<file path="src/design/icd_pkg.sv">
package icd_pkg;

    // Register map (indices as seen by the serial port)
    localparam logic [12:0] REG_DUTY_CTRL  = 13'h009;
    localparam logic [12:0] REG_DIV_CTRL   = 13'h00B;
    localparam logic [12:0] REG_SYNC_CTRL  = 13'h100;
    localparam logic [12:0] REG_CLK_STATUS = 13'h102;

    // Field positions
    localparam int          DUTY_EN_BIT    = 0;
    localparam int          SYNC_EN_BIT    = 1;
    localparam int          SYNC_ONCE_BIT  = 2;
    localparam int          ST_ACTIVE_BIT  = 0;
    localparam int          ST_LOCKED_BIT  = 1;
    localparam int          ST_ARMED_BIT   = 2;

    // Values after reset
    localparam logic [7:0]  DUTY_RST       = 8'h01;
    localparam logic [7:0]  DIV_RST        = 8'h00;
    localparam logic [7:0]  SYNC_RST       = 8'h00;

    // Timing
    localparam int          CLK_MHZ        = 250;
    localparam int          CLK_PERIOD_PS  = 4000;
    localparam int          MIN_DCS_MHZ    = 20;
    localparam int          RELOCK_MIN_NS  = 1500;
    localparam int          RELOCK_MAX_NS  = 5000;
    // Longest period still corrected, rounded down
    localparam int          SLOW_CYC       = CLK_MHZ / MIN_DCS_MHZ;
    // Least relock time, rounded up
    localparam int          RELOCK_CYC     = (RELOCK_MIN_NS * 1000 + CLK_PERIOD_PS - 1) / CLK_PERIOD_PS;

    // Divider limits
    localparam int          DIV_MAX        = 8;

endpackage : icd_pkg

</file>
<file path="src/design/icd_stab_if.sv">
`timescale 1ns/100ps
// Divided clock events from the divider to the stabiliser and its answer
interface icd_stab_if;
    logic rise;
    logic raw_level;
    logic active;
    logic clk_level;
    logic locked;

    modport core (output rise, output raw_level, output active, input clk_level, input locked);
    modport stab (input rise, input raw_level, input active, output clk_level, output locked);
endinterface : icd_stab_if

</file>
<file path="src/design/icd_duty_stab.sv">
`timescale 1ns/100ps
module icd_duty_stab #(
    parameter int PER_W = 8,
    parameter int LOCK_W = 16
) (
    // Clock and reset
    input  wire logic i_clk,
    input  wire logic i_rstn,
    // Divider side
    icd_stab_if.stab  bus
);

    localparam logic [PER_W-1:0]  PER_SAT  = {PER_W{1'b1}};
    localparam logic [PER_W-1:0]  SLOW_LIM = PER_W'(icd_pkg::SLOW_CYC);
    localparam logic [LOCK_W-1:0] LOCK_LD  = LOCK_W'(icd_pkg::RELOCK_CYC);

    initial begin
        if (icd_pkg::SLOW_CYC >= 2 ** PER_W) $error("PER_W too small");
        if (icd_pkg::RELOCK_CYC >= 2 ** LOCK_W) $error("LOCK_W too small");
    end

    logic [PER_W-1:0]  cnt_q,  cnt_d;
    logic [PER_W-1:0]  per_q,  per_d;
    logic [LOCK_W-1:0] lock_q, lock_d;
    logic              out_q,  out_d;
    logic [PER_W-1:0]  new_per;
    logic              fast;
    logic              jump;

    // Period measurement, relock timer and regenerated output
    always_comb begin
        new_per = (cnt_q == PER_SAT) ? PER_SAT : cnt_q + 1'b1;
        fast    = (per_q != '0) && (per_q <= SLOW_LIM);
        jump    = (new_per > per_q + 1'b1) || (per_q > new_per + 1'b1);
        cnt_d   = bus.rise ? '0 : new_per;
        per_d   = bus.rise ? new_per : per_q;
        lock_d  = lock_q;
        if (bus.rise) begin
            if (jump || (new_per > SLOW_LIM)) begin
                lock_d = LOCK_LD;                          // Frequency moved, relock
            end else if (lock_q != '0) begin
                lock_d = lock_q - 1'b1;
            end
        end else if (lock_q != '0 && fast) begin
            lock_d = lock_q - 1'b1;
        end
        if (!bus.active || !fast) begin
            out_d = bus.raw_level;                         // Uncorrected below the loop's range
        end else if (bus.rise) begin
            out_d = 1'b1;                                  // Rising edge stays the reference
        end else if (new_per >= (per_q >> 1)) begin
            out_d = 1'b0;                                  // Falling edge at half period
        end else begin
            out_d = out_q;
        end
    end

    // State registers
    always_ff @(posedge i_clk) begin
        if (!i_rstn) begin
            cnt_q  <= '0;
            per_q  <= '0;
            lock_q <= LOCK_LD;
            out_q  <= 1'b0;
        end else begin
            cnt_q  <= cnt_d;
            per_q  <= per_d;
            lock_q <= lock_d;
            out_q  <= out_d;
        end
    end

    assign bus.clk_level = out_q;
    assign bus.locked    = bus.active && fast && (lock_q == '0);

endmodule : icd_duty_stab

</file>
<file path="src/design/icd_clock_div.sv">
`timescale 1ns/100ps
module icd_clock_div #(
    parameter int MAX_RATIO = icd_pkg::DIV_MAX
) (
    // Clock and reset
    input  wire logic        i_clk,
    input  wire logic        i_rstn,
    // Pins
    input  wire logic        i_sample_clk,
    input  wire logic        i_sync,
    // Register access from the serial port
    input  wire logic        i_reg_wr,
    input  wire logic        i_reg_rd,
    input  wire logic [12:0] i_reg_addr,
    input  wire logic [7:0]  i_reg_wdata,
    output logic      [7:0]  o_reg_rdata,
    output logic             o_reg_rvalid,
    // Conversion clock
    output logic             o_conv_clk,
    output logic             o_sample_strobe,
    output logic             o_stab_active,
    output logic             o_stab_locked
);

    // Block notes
    // The sample clock and the sync pin are both asynchronous to i_clk and
    // pass two flip-flops before any edge detection reads them. The input
    // clock must therefore stay at least two system cycles in each half,
    // otherwise edges are lost and the divide ratio appears to drift.
    //
    // Register index map, all registers eight bits wide:
    //   duty control   bit 0 enables the stabiliser
    //   divide control ratio code, divide by code plus one
    //   sync control   bit 1 enables sync, bit 2 first pulse only
    //   clock status   read only: active, locked, armed
    // Unmapped indices ignore writes and read back zero.
    //
    // Ratio codes beyond the served maximum are clamped, so software that
    // writes a wild value still gets the slowest divide rather than a wrap.
    //
    // The one-shot sync mode is armed by any write to sync control and is
    // consumed by the first accepted pulse. A write in the same cycle as an
    // accepted pulse leaves the block armed, so a fresh write is never lost.
    //
    // An accepted sync pulse takes priority over an input rise in the same
    // cycle: the counter returns to its start and the next input rise is
    // the first divided rise. Several devices fed the same pulse thus agree.
    //
    // The stabiliser measures the divided period in system cycles. Below its
    // lower rate limit it passes the raw divided clock untouched, and after a
    // frequency step it reports unlocked until the relock time has run.
    // Software must not rely on the regenerated edge until locked reads one.
    //
    // Read data come from a register and stand until the next read; the
    // valid pulse lasts one cycle.

    initial begin
        if (MAX_RATIO < 1 || MAX_RATIO > icd_pkg::DIV_MAX) $error("MAX_RATIO out of range");
    end

    // Clamp a written ratio code to what the divider serves
    function automatic logic [2:0] clamp_ratio(input logic [7:0] code);
        logic [7:0] lim;
        lim = 8'(MAX_RATIO - 1);
        clamp_ratio = (code > lim) ? lim[2:0] : code[2:0];
    endfunction : clamp_ratio

    icd_stab_if stab_bus ();

    logic [2:0] clk_sy_q;
    logic [2:0] sync_sy_q;
    logic       clk_rise;
    logic       clk_fall;
    logic       sync_rise;

    // Pin synchronisers, first stage feeds only the second
    always_ff @(posedge i_clk) begin
        if (!i_rstn) begin
            clk_sy_q  <= 3'h0;
            sync_sy_q <= 3'h0;
        end else begin
            clk_sy_q  <= {clk_sy_q[1:0], i_sample_clk};
            sync_sy_q <= {sync_sy_q[1:0], i_sync};
        end
    end

    assign clk_rise  = clk_sy_q[1] & ~clk_sy_q[2];
    assign clk_fall  = ~clk_sy_q[1] & clk_sy_q[2];
    assign sync_rise = sync_sy_q[1] & ~sync_sy_q[2];

    logic [7:0] duty_q,  duty_d;
    logic [7:0] div_q,   div_d;
    logic [7:0] sctl_q,  sctl_d;
    logic       armed_q, armed_d;
    logic [7:0] rdata_q, rdata_d;
    logic       rval_q,  rval_d;
    logic       sync_ok;
    logic       wr_sync;

    // Sync pulse accepted per the selected mode
    assign wr_sync = i_reg_wr && (i_reg_addr == icd_pkg::REG_SYNC_CTRL);
    assign sync_ok = sync_rise && sctl_q[icd_pkg::SYNC_EN_BIT]
                     && (!sctl_q[icd_pkg::SYNC_ONCE_BIT] || armed_q);

    // Register file next values
    always_comb begin
        duty_d  = duty_q;
        div_d   = div_q;
        sctl_d  = sctl_q;
        armed_d = armed_q;
        rdata_d = rdata_q;
        rval_d  = i_reg_rd;
        if (sync_ok && sctl_q[icd_pkg::SYNC_ONCE_BIT]) begin
            armed_d = 1'b0;                                // One-shot consumed
        end
        if (wr_sync) begin
            armed_d = 1'b1;                                // Write re-arms, set wins
        end
        if (i_reg_wr) begin
            if (i_reg_addr == icd_pkg::REG_DUTY_CTRL) begin
                duty_d = {7'h00, i_reg_wdata[icd_pkg::DUTY_EN_BIT]};
            end else if (i_reg_addr == icd_pkg::REG_DIV_CTRL) begin
                div_d = {5'h00, clamp_ratio(i_reg_wdata)};
            end else if (i_reg_addr == icd_pkg::REG_SYNC_CTRL) begin
                sctl_d = i_reg_wdata;
            end
        end
        if (i_reg_rd) begin
            if (i_reg_addr == icd_pkg::REG_DUTY_CTRL) begin
                rdata_d = duty_q;
            end else if (i_reg_addr == icd_pkg::REG_DIV_CTRL) begin
                rdata_d = div_q;
            end else if (i_reg_addr == icd_pkg::REG_SYNC_CTRL) begin
                rdata_d = sctl_q;
            end else if (i_reg_addr == icd_pkg::REG_CLK_STATUS) begin
                rdata_d = {5'h00, armed_q, stab_bus.locked, stab_bus.active};
            end else begin
                rdata_d = 8'h00;                           // Unmapped reads zero
            end
        end
    end

    // Register file
    always_ff @(posedge i_clk) begin
        if (!i_rstn) begin
            duty_q  <= icd_pkg::DUTY_RST;
            div_q   <= icd_pkg::DIV_RST;
            sctl_q  <= icd_pkg::SYNC_RST;
            armed_q <= 1'b0;
            rdata_q <= 8'h00;
            rval_q  <= 1'b0;
        end else begin
            duty_q  <= duty_d;
            div_q   <= div_d;
            sctl_q  <= sctl_d;
            armed_q <= armed_d;
            rdata_q <= rdata_d;
            rval_q  <= rval_d;
        end
    end

    logic [2:0] cnt_q, cnt_d;
    logic       raw_q, raw_d;
    logic       stb_q, stb_d;
    logic       emit;

    // Divider: an output rise on every ratio-th input rise
    always_comb begin
        emit  = clk_rise && (cnt_q == 3'h0) && !sync_ok;
        cnt_d = cnt_q;
        raw_d = raw_q;
        if (sync_ok) begin
            cnt_d = 3'h0;                                  // Back to initial count
            raw_d = 1'b0;
        end else if (clk_rise) begin
            cnt_d = (cnt_q >= div_q[2:0]) ? 3'h0 : cnt_q + 3'h1;
            if (emit) begin
                raw_d = 1'b1;
            end
        end else if (clk_fall) begin
            raw_d = 1'b0;                                  // Uncorrected fall follows the input
        end
        stb_d = emit;                                      // Sample on conversion clock rise
    end

    // Divider state
    always_ff @(posedge i_clk) begin
        if (!i_rstn) begin
            cnt_q <= 3'h0;
            raw_q <= 1'b0;
            stb_q <= 1'b0;
        end else begin
            cnt_q <= cnt_d;
            raw_q <= raw_d;
            stb_q <= stb_d;
        end
    end

    // Stabiliser forced on for any ratio but one
    assign stab_bus.active    = duty_q[icd_pkg::DUTY_EN_BIT] || (div_q[2:0] != 3'h0);
    assign stab_bus.rise      = emit;
    assign stab_bus.raw_level = raw_d;

    icd_duty_stab #(
        .PER_W  (8),
        .LOCK_W (16)
    ) u_stab (
        .i_clk  (i_clk),
        .i_rstn (i_rstn),
        .bus    (stab_bus)
    );

    // Outputs
    assign o_reg_rdata     = rdata_q;
    assign o_reg_rvalid    = rval_q;
    assign o_conv_clk      = stab_bus.clk_level;
    assign o_sample_strobe = stb_q;
    assign o_stab_active   = stab_bus.active;
    assign o_stab_locked   = stab_bus.locked;

endmodule : icd_clock_div

</file>
<file path="config.mk">
export PLATFORM = sky130hd
export DESIGN_NAME = icd_clock_div
export DESIGN_NICKNAME = d
export VERILOG_FILES = /design/src/design/icd_pkg.sv /design/src/design/icd_stab_if.sv /design/src/design/icd_duty_stab.sv /design/src/design/icd_clock_div.sv
export SDC_FILE = /design/constraint.sdc
export NUM_CORES = 1
export LEC_CHECK = 0
export BUFFER_PORTS_ARGS = -buffer_cell sky130_fd_sc_hd__clkbuf_2
export CORE_MARGIN = 2
export CORE_UTILIZATION = 55
export CTS_BUF_LIST = sky130_fd_sc_hd__clkbuf_4
export DETAILED_ROUTE_END_ITERATION = 12
export GPL_ROUTABILITY_DRIVEN = 0
export HOLD_SLACK_MARGIN = 0.05
export PLACE_DENSITY = 0.82
export SLEW_MARGIN = 20
export SYNTH_ARGS = -nofsm -noshare
export SYNTH_HDL_FRONTEND = slang
export SYNTH_SLANG_ARGS = --single-unit
</file>
<file path="constraint.sdc">
create_clock -name i_clk -period 4.79 [get_ports i_clk]
set_input_delay 1.437 -clock i_clk [delete_from_list [all_inputs] [get_ports i_clk]]
set_output_delay 1.437 -clock i_clk [all_outputs]
set_load 0.005 [all_outputs]
</file>
==> reports/metrics.yaml, run 1 <==
run_status:
  run_status: "finished clean"
clocking:
  post-cts-setup-buffers: 0
  cts_resized: 0
  cts_hold_buf: 0
  clk_latency_ps: 410
  cts_tree: "built"
  cts_buffers: 9
  cts.clk_slew.worst_paths_ps: 110
  cts.sinks: 66
  cts_htree_levels: 3
  cts_root_buf: "clkbuf_4"
  cts_buffer_depth: 2
yosys:
  avgSynthCellArea_sq_um: 8.61
  synth-compound-area-share_pct: 14.3
  synthSimpleGateAreaFrac_pct: 25.5
  synth_xor_xnor_area_share_pct: 7.35
  synthAdderAreaFrac_pct: 11.2
  synth_top_family_by_area: "simple AND/OR/NAND/NOR gates"
  synth_edf_count: 0
  synthFlopType: "dfxtp_1"
  async_flop_share_pct: 0
  synth_cell_types: 58
  synth_nets: 489
  ys_ff_latch: 66
  yosysWarnings: 0
  synthMuxAreaShare_pct: 0.847
  syn_area_sq_mm: 0.00369
  synth_cells: 429
  synth_seq_area_share_pct: 35.8
pwr:
  max-vdd-ir-drop_mv: 0.171
  finalPower_mw: 1.09
  cellLeakagePower_nw: 1.66
  power.density_mw_per_mm2: 270
grt:
  antenna_found_initial: 0
  grt_max_degree: 33
  grt_pass1_wl_mm: 13.5
  grt_pass1_vias: 3041
  grt.overflow.total: 0
  grt_usage_pct: 22.7
place:
  port_buffers: 39
  place_area_sq_mm: 0.00392
  placedCellCount: 533
  dp.final_hpwl_mm: 5.92
timing:
  finClkSkew_ps: 17.2
  fmax_ghz: 0.239
  max_slew_margin_pct: 48.7
  setup_viol: 0
  min_period_ps: 4190
  hold_slack_ps: 447
  report.final.slew_viol_count: 0
  final.period_utilization_pct: 87.4
  hold_viol: 0
  tns_ps: 0
  rsz0062_at_grt: "no"
  worstMarginPinSlew_ps: 763
drt:
  wl_mm: 7.80
  drt_pass1_iterations: 6
  dr_total_vias: 3144
  via_per_inst: 5.73
  drt-initial-drc-count: 166
  detail-route-antenna-nets: 0
  wl_per_cell_um: 14.2
  drc_errors: 0
worst_setup_path:
  critical_path_class: "reg2reg"
  crit_required_ps: 5090
  crit_slowest_cell: "or4b_1"
  cp_num_buf_inv: 1
  crit_family: "simple AND/OR/NAND/NOR gates"
  cpPeakStageDelay_ps: 510
  start_kind: "flop"
  worstPathArrival_ps: 4480
  crit_fanout: 16
  crit_chain: "ha_1 > and4_2 > nand2b_1 > nor2b_1 > inv_1 > ha_1 > nand3_1 > nor3_1 > xnor2_1 > ha_1 > nand4_1 > a211oi_4 > or4b_1 > o31a_1 > or3b_1"
  path_common_cell: "ha_1"
  cp-end-kind: "flop"
job:
  cap_violations: 0
die:
  row_count: 29
  die_area_sq_mm: 0.00739
  die_w_um: 86.0
  start_util_pct: 57.5
  ios: 40
  fp.dieH_um: 86.0
  coreArea_sq_mm: 0.00642
finish:
  n_antenna_cell: 0
  layout-drive-gt1-share_pct: 12.9
  num-nets-final: 527
  design_area_sq_mm: 0.00406
  area_delta_synth_final_pct: 9.79
  layout.cells.non_filler: 549
hold_path:
  hold_class: "reg2reg"
[sequential cells by signal, summed over array words and instances, names as in the netlist, 3 cells and up]
register / cells
u_stab.lock_q: 16
div_q: 3
clk_sy_q: 3
sync_sy_q: 3
u_stab.per_q: 8
u_stab.cnt_q: 8
o_reg_rdata: 8
sctl_q: 8
cnt_q: 3
[worst reg2reg max path: cells and delay by family (launching register included)]
family	cells	cell delay [ps]
AO/OA/AOI/OAI	2	540
XOR/XNOR	1	160
adder cells (fa/ha/maj)	3	760
buffers and inverters	1	120
flip-flops	1	410
AND/OR/NAND/NOR	8	2110
[layout make-up]
type | count | area, sq um
timing repair buffer | 40 | 203
tap | 77 | 96.3
clock inverter | 7 | 68.8
sequential | 66 | 1320
inverter | 31 | 116
fill | 541 | 2370
multi-input combinational | 319 | 2180
clock buffer | 9 | 67.6
[synthesized netlist by cell type (2+ instances only)]
cell type,number,share of area (%)
or3b_1,2,0.47
dfxtp_1,66,36
ha_1,33,11
nand4_1,10,1.7
a211o_1,2,0.47
o211ai_1,4,0.81
clkbuf_1,8,0.81
nor3_1,13,1.8
or3_1,2,0.34
inv_1,31,3.1
nor2_1,29,2.9
and4_1,3,0.71
a21o_1,2,0.41
o22ai_1,6,1.0
nand3_1,18,2.4
nor3b_1,2,0.41
mux2i_1,2,0.54
xnor2_1,27,6.4
nand2_1,35,3.6
o221ai_1,2,0.47
o211a_1,2,0.54
xor2_1,4,0.95
nor4_1,12,2.0
buf_6,3,0.91
o311a_1,3,0.81
a31oi_1,2,0.34
nor2b_1,16,2.7
a21boi_0,9,1.8
a21oi_1,18,2.4
and2_1,10,1.7
nand2b_1,14,2.4
buf_2,2,0.27
o21ai_0,12,1.6
[layer usage]
layer | global-route usage (%) | share of wire (%) | vias up
li1 | - | - | 1602
met1 | 28.2 | 46 | 1423
met2 | 38.0 | 47 | 101
met3 | 5.00 | 5.5 | 18
met4 | 9.24 | 1.7 | 0
met5 | 0 | 0 | -
[final timing paths]
kind / from / endpoint / slack [ps] / cells past startpoint
max: u_stab.cnt_q[0] / u_stab.lock_q[2] / 600 / 15
min: clk_sy_q[0] / clk_sy_q[1] / 450 / 1
max reg2reg: u_stab.cnt_q[0] / u_stab.lock_q[2] / 600 / 15
min reg2reg: clk_sy_q[0] / clk_sy_q[1] / 450 / 1
[cells in the final DEF (no fill, tap or decap), types with 3 or more instances in the layout]
cell,netlist,routed
dfxtp_1,66,66
clkbuf_2,0,39
nand2_1,35,35
ha_1,33,33
inv_1,31,31
nor2_1,29,29
xnor2_1,27,27
nand3_1,18,18
a21oi_1,18,18
nor2b_1,16,16
nand2b_1,14,14
nor3_1,13,13
o21ai_0,12,12
nor4_1,12,12
and2_1,10,10
nand4_1,10,10
a21boi_0,9,9
clkbuf_4,0,9
o22ai_1,6,6
xor2_1,4,4
o211ai_1,4,4
and4_1,3,3
o311a_1,3,3
[per-stage QoR]
stage                     util (%)  setup WS (ps)
after global routing          63.2            294
after detailed placement      61.0            653
after CTS                     63.2            605
after floorplan                  -           1170
after global placement        61.0            835
final                         63.2            603
[power breakdown]
group | internal [mW] | switching (mW)
clock network | 0.158 | 0.209
registers | 0.563 | 0.0112
logic | 0.0665 | 0.0861
total | 0.787 | 0.306
[cell families after synthesis]
group	count (synthesis)
xor gates and xnor gates	31
muxes	3
AOI/OAI and AO/OA	76
buffers and inverters	44
DFF	66
adders and majority gates	33
and+or+nand+nor	176
Note: power is estimated with default switching activity, not from simulation.
==> inputs of run 2 (changes only) <==
--- a/config.mk
+++ b/config.mk
@@ -8,7 +8,6 @@
 export BUFFER_PORTS_ARGS = -buffer_cell sky130_fd_sc_hd__clkbuf_2
 export CORE_MARGIN = 2
 export CORE_UTILIZATION = 55
-export CTS_BUF_LIST = sky130_fd_sc_hd__clkbuf_4
 export DETAILED_ROUTE_END_ITERATION = 12
 export GPL_ROUTABILITY_DRIVEN = 0
 export HOLD_SLACK_MARGIN = 0.05
==> run 2 against run 1 <==
  * Register-to-register slack about the same
  * Critical path depth stayed put
  * Power rose by 10%
  * Cell count unchanged
  * Die area is the same
  * Sequential cell count unchanged
  * First-iteration DRC count grew 20%
  * Hold slack got worse by 8.9 ps
  * Via count unchanged
  * Clock skew fell by 6.3 ps
  * Core utilization increased by 1.0 points
  * Largest cell class unchanged
==> reports/metrics.yaml, run 2 (same netlist as run 1, synthesis figures left out) <==
finish:
  n_antenna_cell: 0  # unchanged
  num-nets-final: 527  # unchanged
  layout.cells.non_filler: 549  # unchanged
  design_area_sq_mm: 0.00412  # was 0.00406 sq mm
  layout_common_cells: "dfxtp_1 (66), clkbuf_2 (39), nand2_1 (35)"  # unchanged
  largest_reg_flops: 16  # unchanged
  final_common_cell: "dfxtp_1"  # unchanged
  area_delta_synth_final_pct: 11.6  # was 9.79%
  fillers: 536  # was 541
  layout-drive-gt1-share_pct: 13.1  # was 12.9%
  largest_register: "u_stab.lock_q"  # unchanged
grt:
  grt_max_degree: 33  # unchanged
  grt_pass1_wl_mm: 13.8  # was 13.5 mm
  grt_use_met2_pct: 38.8  # was 38.0%
  grt_usage_pct: 23.0  # was 22.7%
  grt.overflow.total: 0  # unchanged
  grtUsageMet3_pct: 4.91  # was 5.00%
  antenna_found_initial: 0  # unchanged
  busiest_layer: "met2"  # unchanged
  grt_pass1_vias: 3083  # was 3,041
  grt.met1_usage_pct: 28.8  # was 28.2%
worst_setup_path:
  critical_path_class: "reg2reg"  # unchanged
  timing.rr.end: "u_stab.lock_q[2]"  # unchanged
  cp-startpoint: "u_stab.cnt_q[0]"  # unchanged
  timing.rr.start: "u_stab.cnt_q[0]"  # unchanged
  worstPathArrival_ps: 4430  # was 4480 ps
  endpoint: "u_stab.lock_q[2]"  # unchanged
  cp-end-kind: "flop"  # unchanged
  crit_fanout: 16  # unchanged
  start_kind: "flop"  # unchanged
  r2r_cells: 15  # unchanged
  crit_required_ps: 5020  # was 5090 ps
  ff2ff_setup_slack_ps: 600  # about the same
drt:
  via_per_inst: 5.73  # unchanged
  drc_errors: 0  # unchanged
  dr_total_vias: 3144  # unchanged
  wl_per_cell_um: 14.6  # was 14.2 um
  detail-route-antenna-nets: 0  # unchanged
  wl_mm: 8.01  # was 7.80 mm
  drt_pass1_iterations: 4  # was 6
  drt-initial-drc-count: 200  # was 166
hold_path:
  hp-start: "clk_sy_q[0]"  # unchanged
  hold_class: "reg2reg"  # unchanged
pwr:
  cellLeakagePower_nw: 1.69  # was 1.66 nW
  max-vdd-ir-drop_mv: 0.161  # was 0.171 mV
  p_seq_share_pct: 47.5  # was 52.5%
  swShare_pct: 26.7  # was 28.0%
  power.density_mw_per_mm2: 293  # was 270 mW/mm^2
  p_comb_share_pct: 12.7  # was 13.9%
  p_int_uw: 884  # was 787 uW
  p_clk_share_pct: 39.8  # was 33.6%
  switching_power_uw: 323  # was 306 uW
clocking:
  cts_htree_levels: 3  # unchanged
  cts_resized: 0  # unchanged
  cts.sinks: 66  # unchanged
  post-cts-setup-buffers: 0  # unchanged
  cts.clk_slew.worst_paths_ps: 80  # was 110 ps
  cts_buffers: 9  # unchanged
  cts_hold_buf: 0  # unchanged
  clk_latency_ps: 350  # was 410 ps
  cts_tree: "built"  # unchanged
  cts_buffer_depth: 2  # unchanged
  cts_root_buf: "clkbuf_8"  # was clkbuf_4
die:
  row_count: 29  # unchanged
  die_w_um: 86.0  # unchanged
  fp.dieH_um: 86.0  # unchanged
  coreArea_sq_mm: 0.00642  # unchanged
  ios: 40  # unchanged
  die_area_sq_mm: 0.00739  # unchanged
  start_util_pct: 57.5  # unchanged
timing:
  setup_viol: 0  # unchanged
  fmax_ghz: 0.238  # was 0.239 GHz
  max_slew_margin_pct: 50.2  # was 48.7%
  final.period_utilization_pct: 87.6  # was 87.4%
  worst_slack_ps: 596  # was 603 ps
  hold_viol: 0  # unchanged
  worstMarginPinSlew_ps: 740  # was 763 ps
  min_period_ps: 4190  # about the same
  finClkSkew_ps: 10.9  # was 17.2 ps
  report.final.slew_viol_count: 0  # unchanged
  tns_ps: 0  # unchanged
  rsz0062_at_grt: "no"  # unchanged
place:
  dp.final_hpwl_mm: 5.92  # unchanged
  place_area_sq_mm: 0.00392  # unchanged
  placedCellCount: 533  # unchanged
  post-place-ws_ps: 653  # unchanged
  port_buffers: 39  # unchanged
run_status:
  run_status: "finished clean"  # unchanged
job:
  cap_violations: 0  # unchanged
## run 2: cell types whose count changed in the layout (fill, tap and decap cells not counted)
cell	previous run	this run
clkbuf_8	0	10
clkbuf_4	9	0
clkinv_1	1	0
## run 2: metrics by stage
stage	util, %	hold WS, ps	total power, mW
floorplan	-	412	0.699
global placement	61.0	416	0.729
detailed placement	61.0	422	0.737
CTS	64.2	441	1.22
global route	64.2	452	1.27
finish	64.2	438	1.21
## run 2: worst min-delay path by stage
stage                               to  slack (ps)  cells past startpoint
after floorplan            clk_sy_q[1]         410                      1
after global placement     clk_sy_q[1]         420                      1
after detailed placement   clk_sy_q[1]         420                      1
after CTS                  clk_sy_q[1]         440                      1
after global routing      sync_sy_q[1]         450                      1
final                      clk_sy_q[1]         440                      1
## run 2: layer usage
metal | part of all wire (%) | vias up | wire length [um]
li1 | - | 1597 | -
met1 | 45 | 1454 | 3600
met2 | 48 | 81 | 3850
met3 | 5.5 | 12 | 440
met4 | 1.6 | 0 | 127
met5 | 0 | - | 0
## run 2: worst max-delay path: stages (launching register included)
cell and delay, ps:
dfxtp_1 390, ha_1 290, and4_2 280, nand2b_1 170
nor2b_1 230, inv_1 120, ha_1 200, nand3_1 120
nor3_1 200, xnor2_1 160, ha_1 260, nand4_1 160
a211oi_4 60, or4b_1 510, o31a_1 480, or3b_1 430
## run 2: cell type report
| class | count | area [sq um] | share of cell area (%) |
|---|---|---|---|
| inverters | 31 | 116 | 2.82 |
| clock buffers | 10 | 138 | 3.34 |
| repair buffers | 40 | 203 | 4.92 |
| clock inverters | 6 | 65.1 | 1.58 |
| flip-flops and latches | 66 | 1320 | 32.0 |
| well taps | 77 | 96.3 | 2.34 |
| multi-input cells | 319 | 2180 | 53.0 |
## run 2: power by group through the flow
| stage | Combinational [mW] | Sequential, mW | Clock (mW) |
|---|---|---|---|
| 5_1_grt | 0.173 | 0.576 | 0.517 |
| 3_3_place_gp | 0.144 | 0.585 | 0 |
| 2_1_floorplan | 0.116 | 0.583 | 0 |
| 3_5_place_dp | 0.151 | 0.586 | 0 |
| 4_1_cts | 0.153 | 0.574 | 0.489 |
| 6_report | 0.154 | 0.574 | 0.480 |
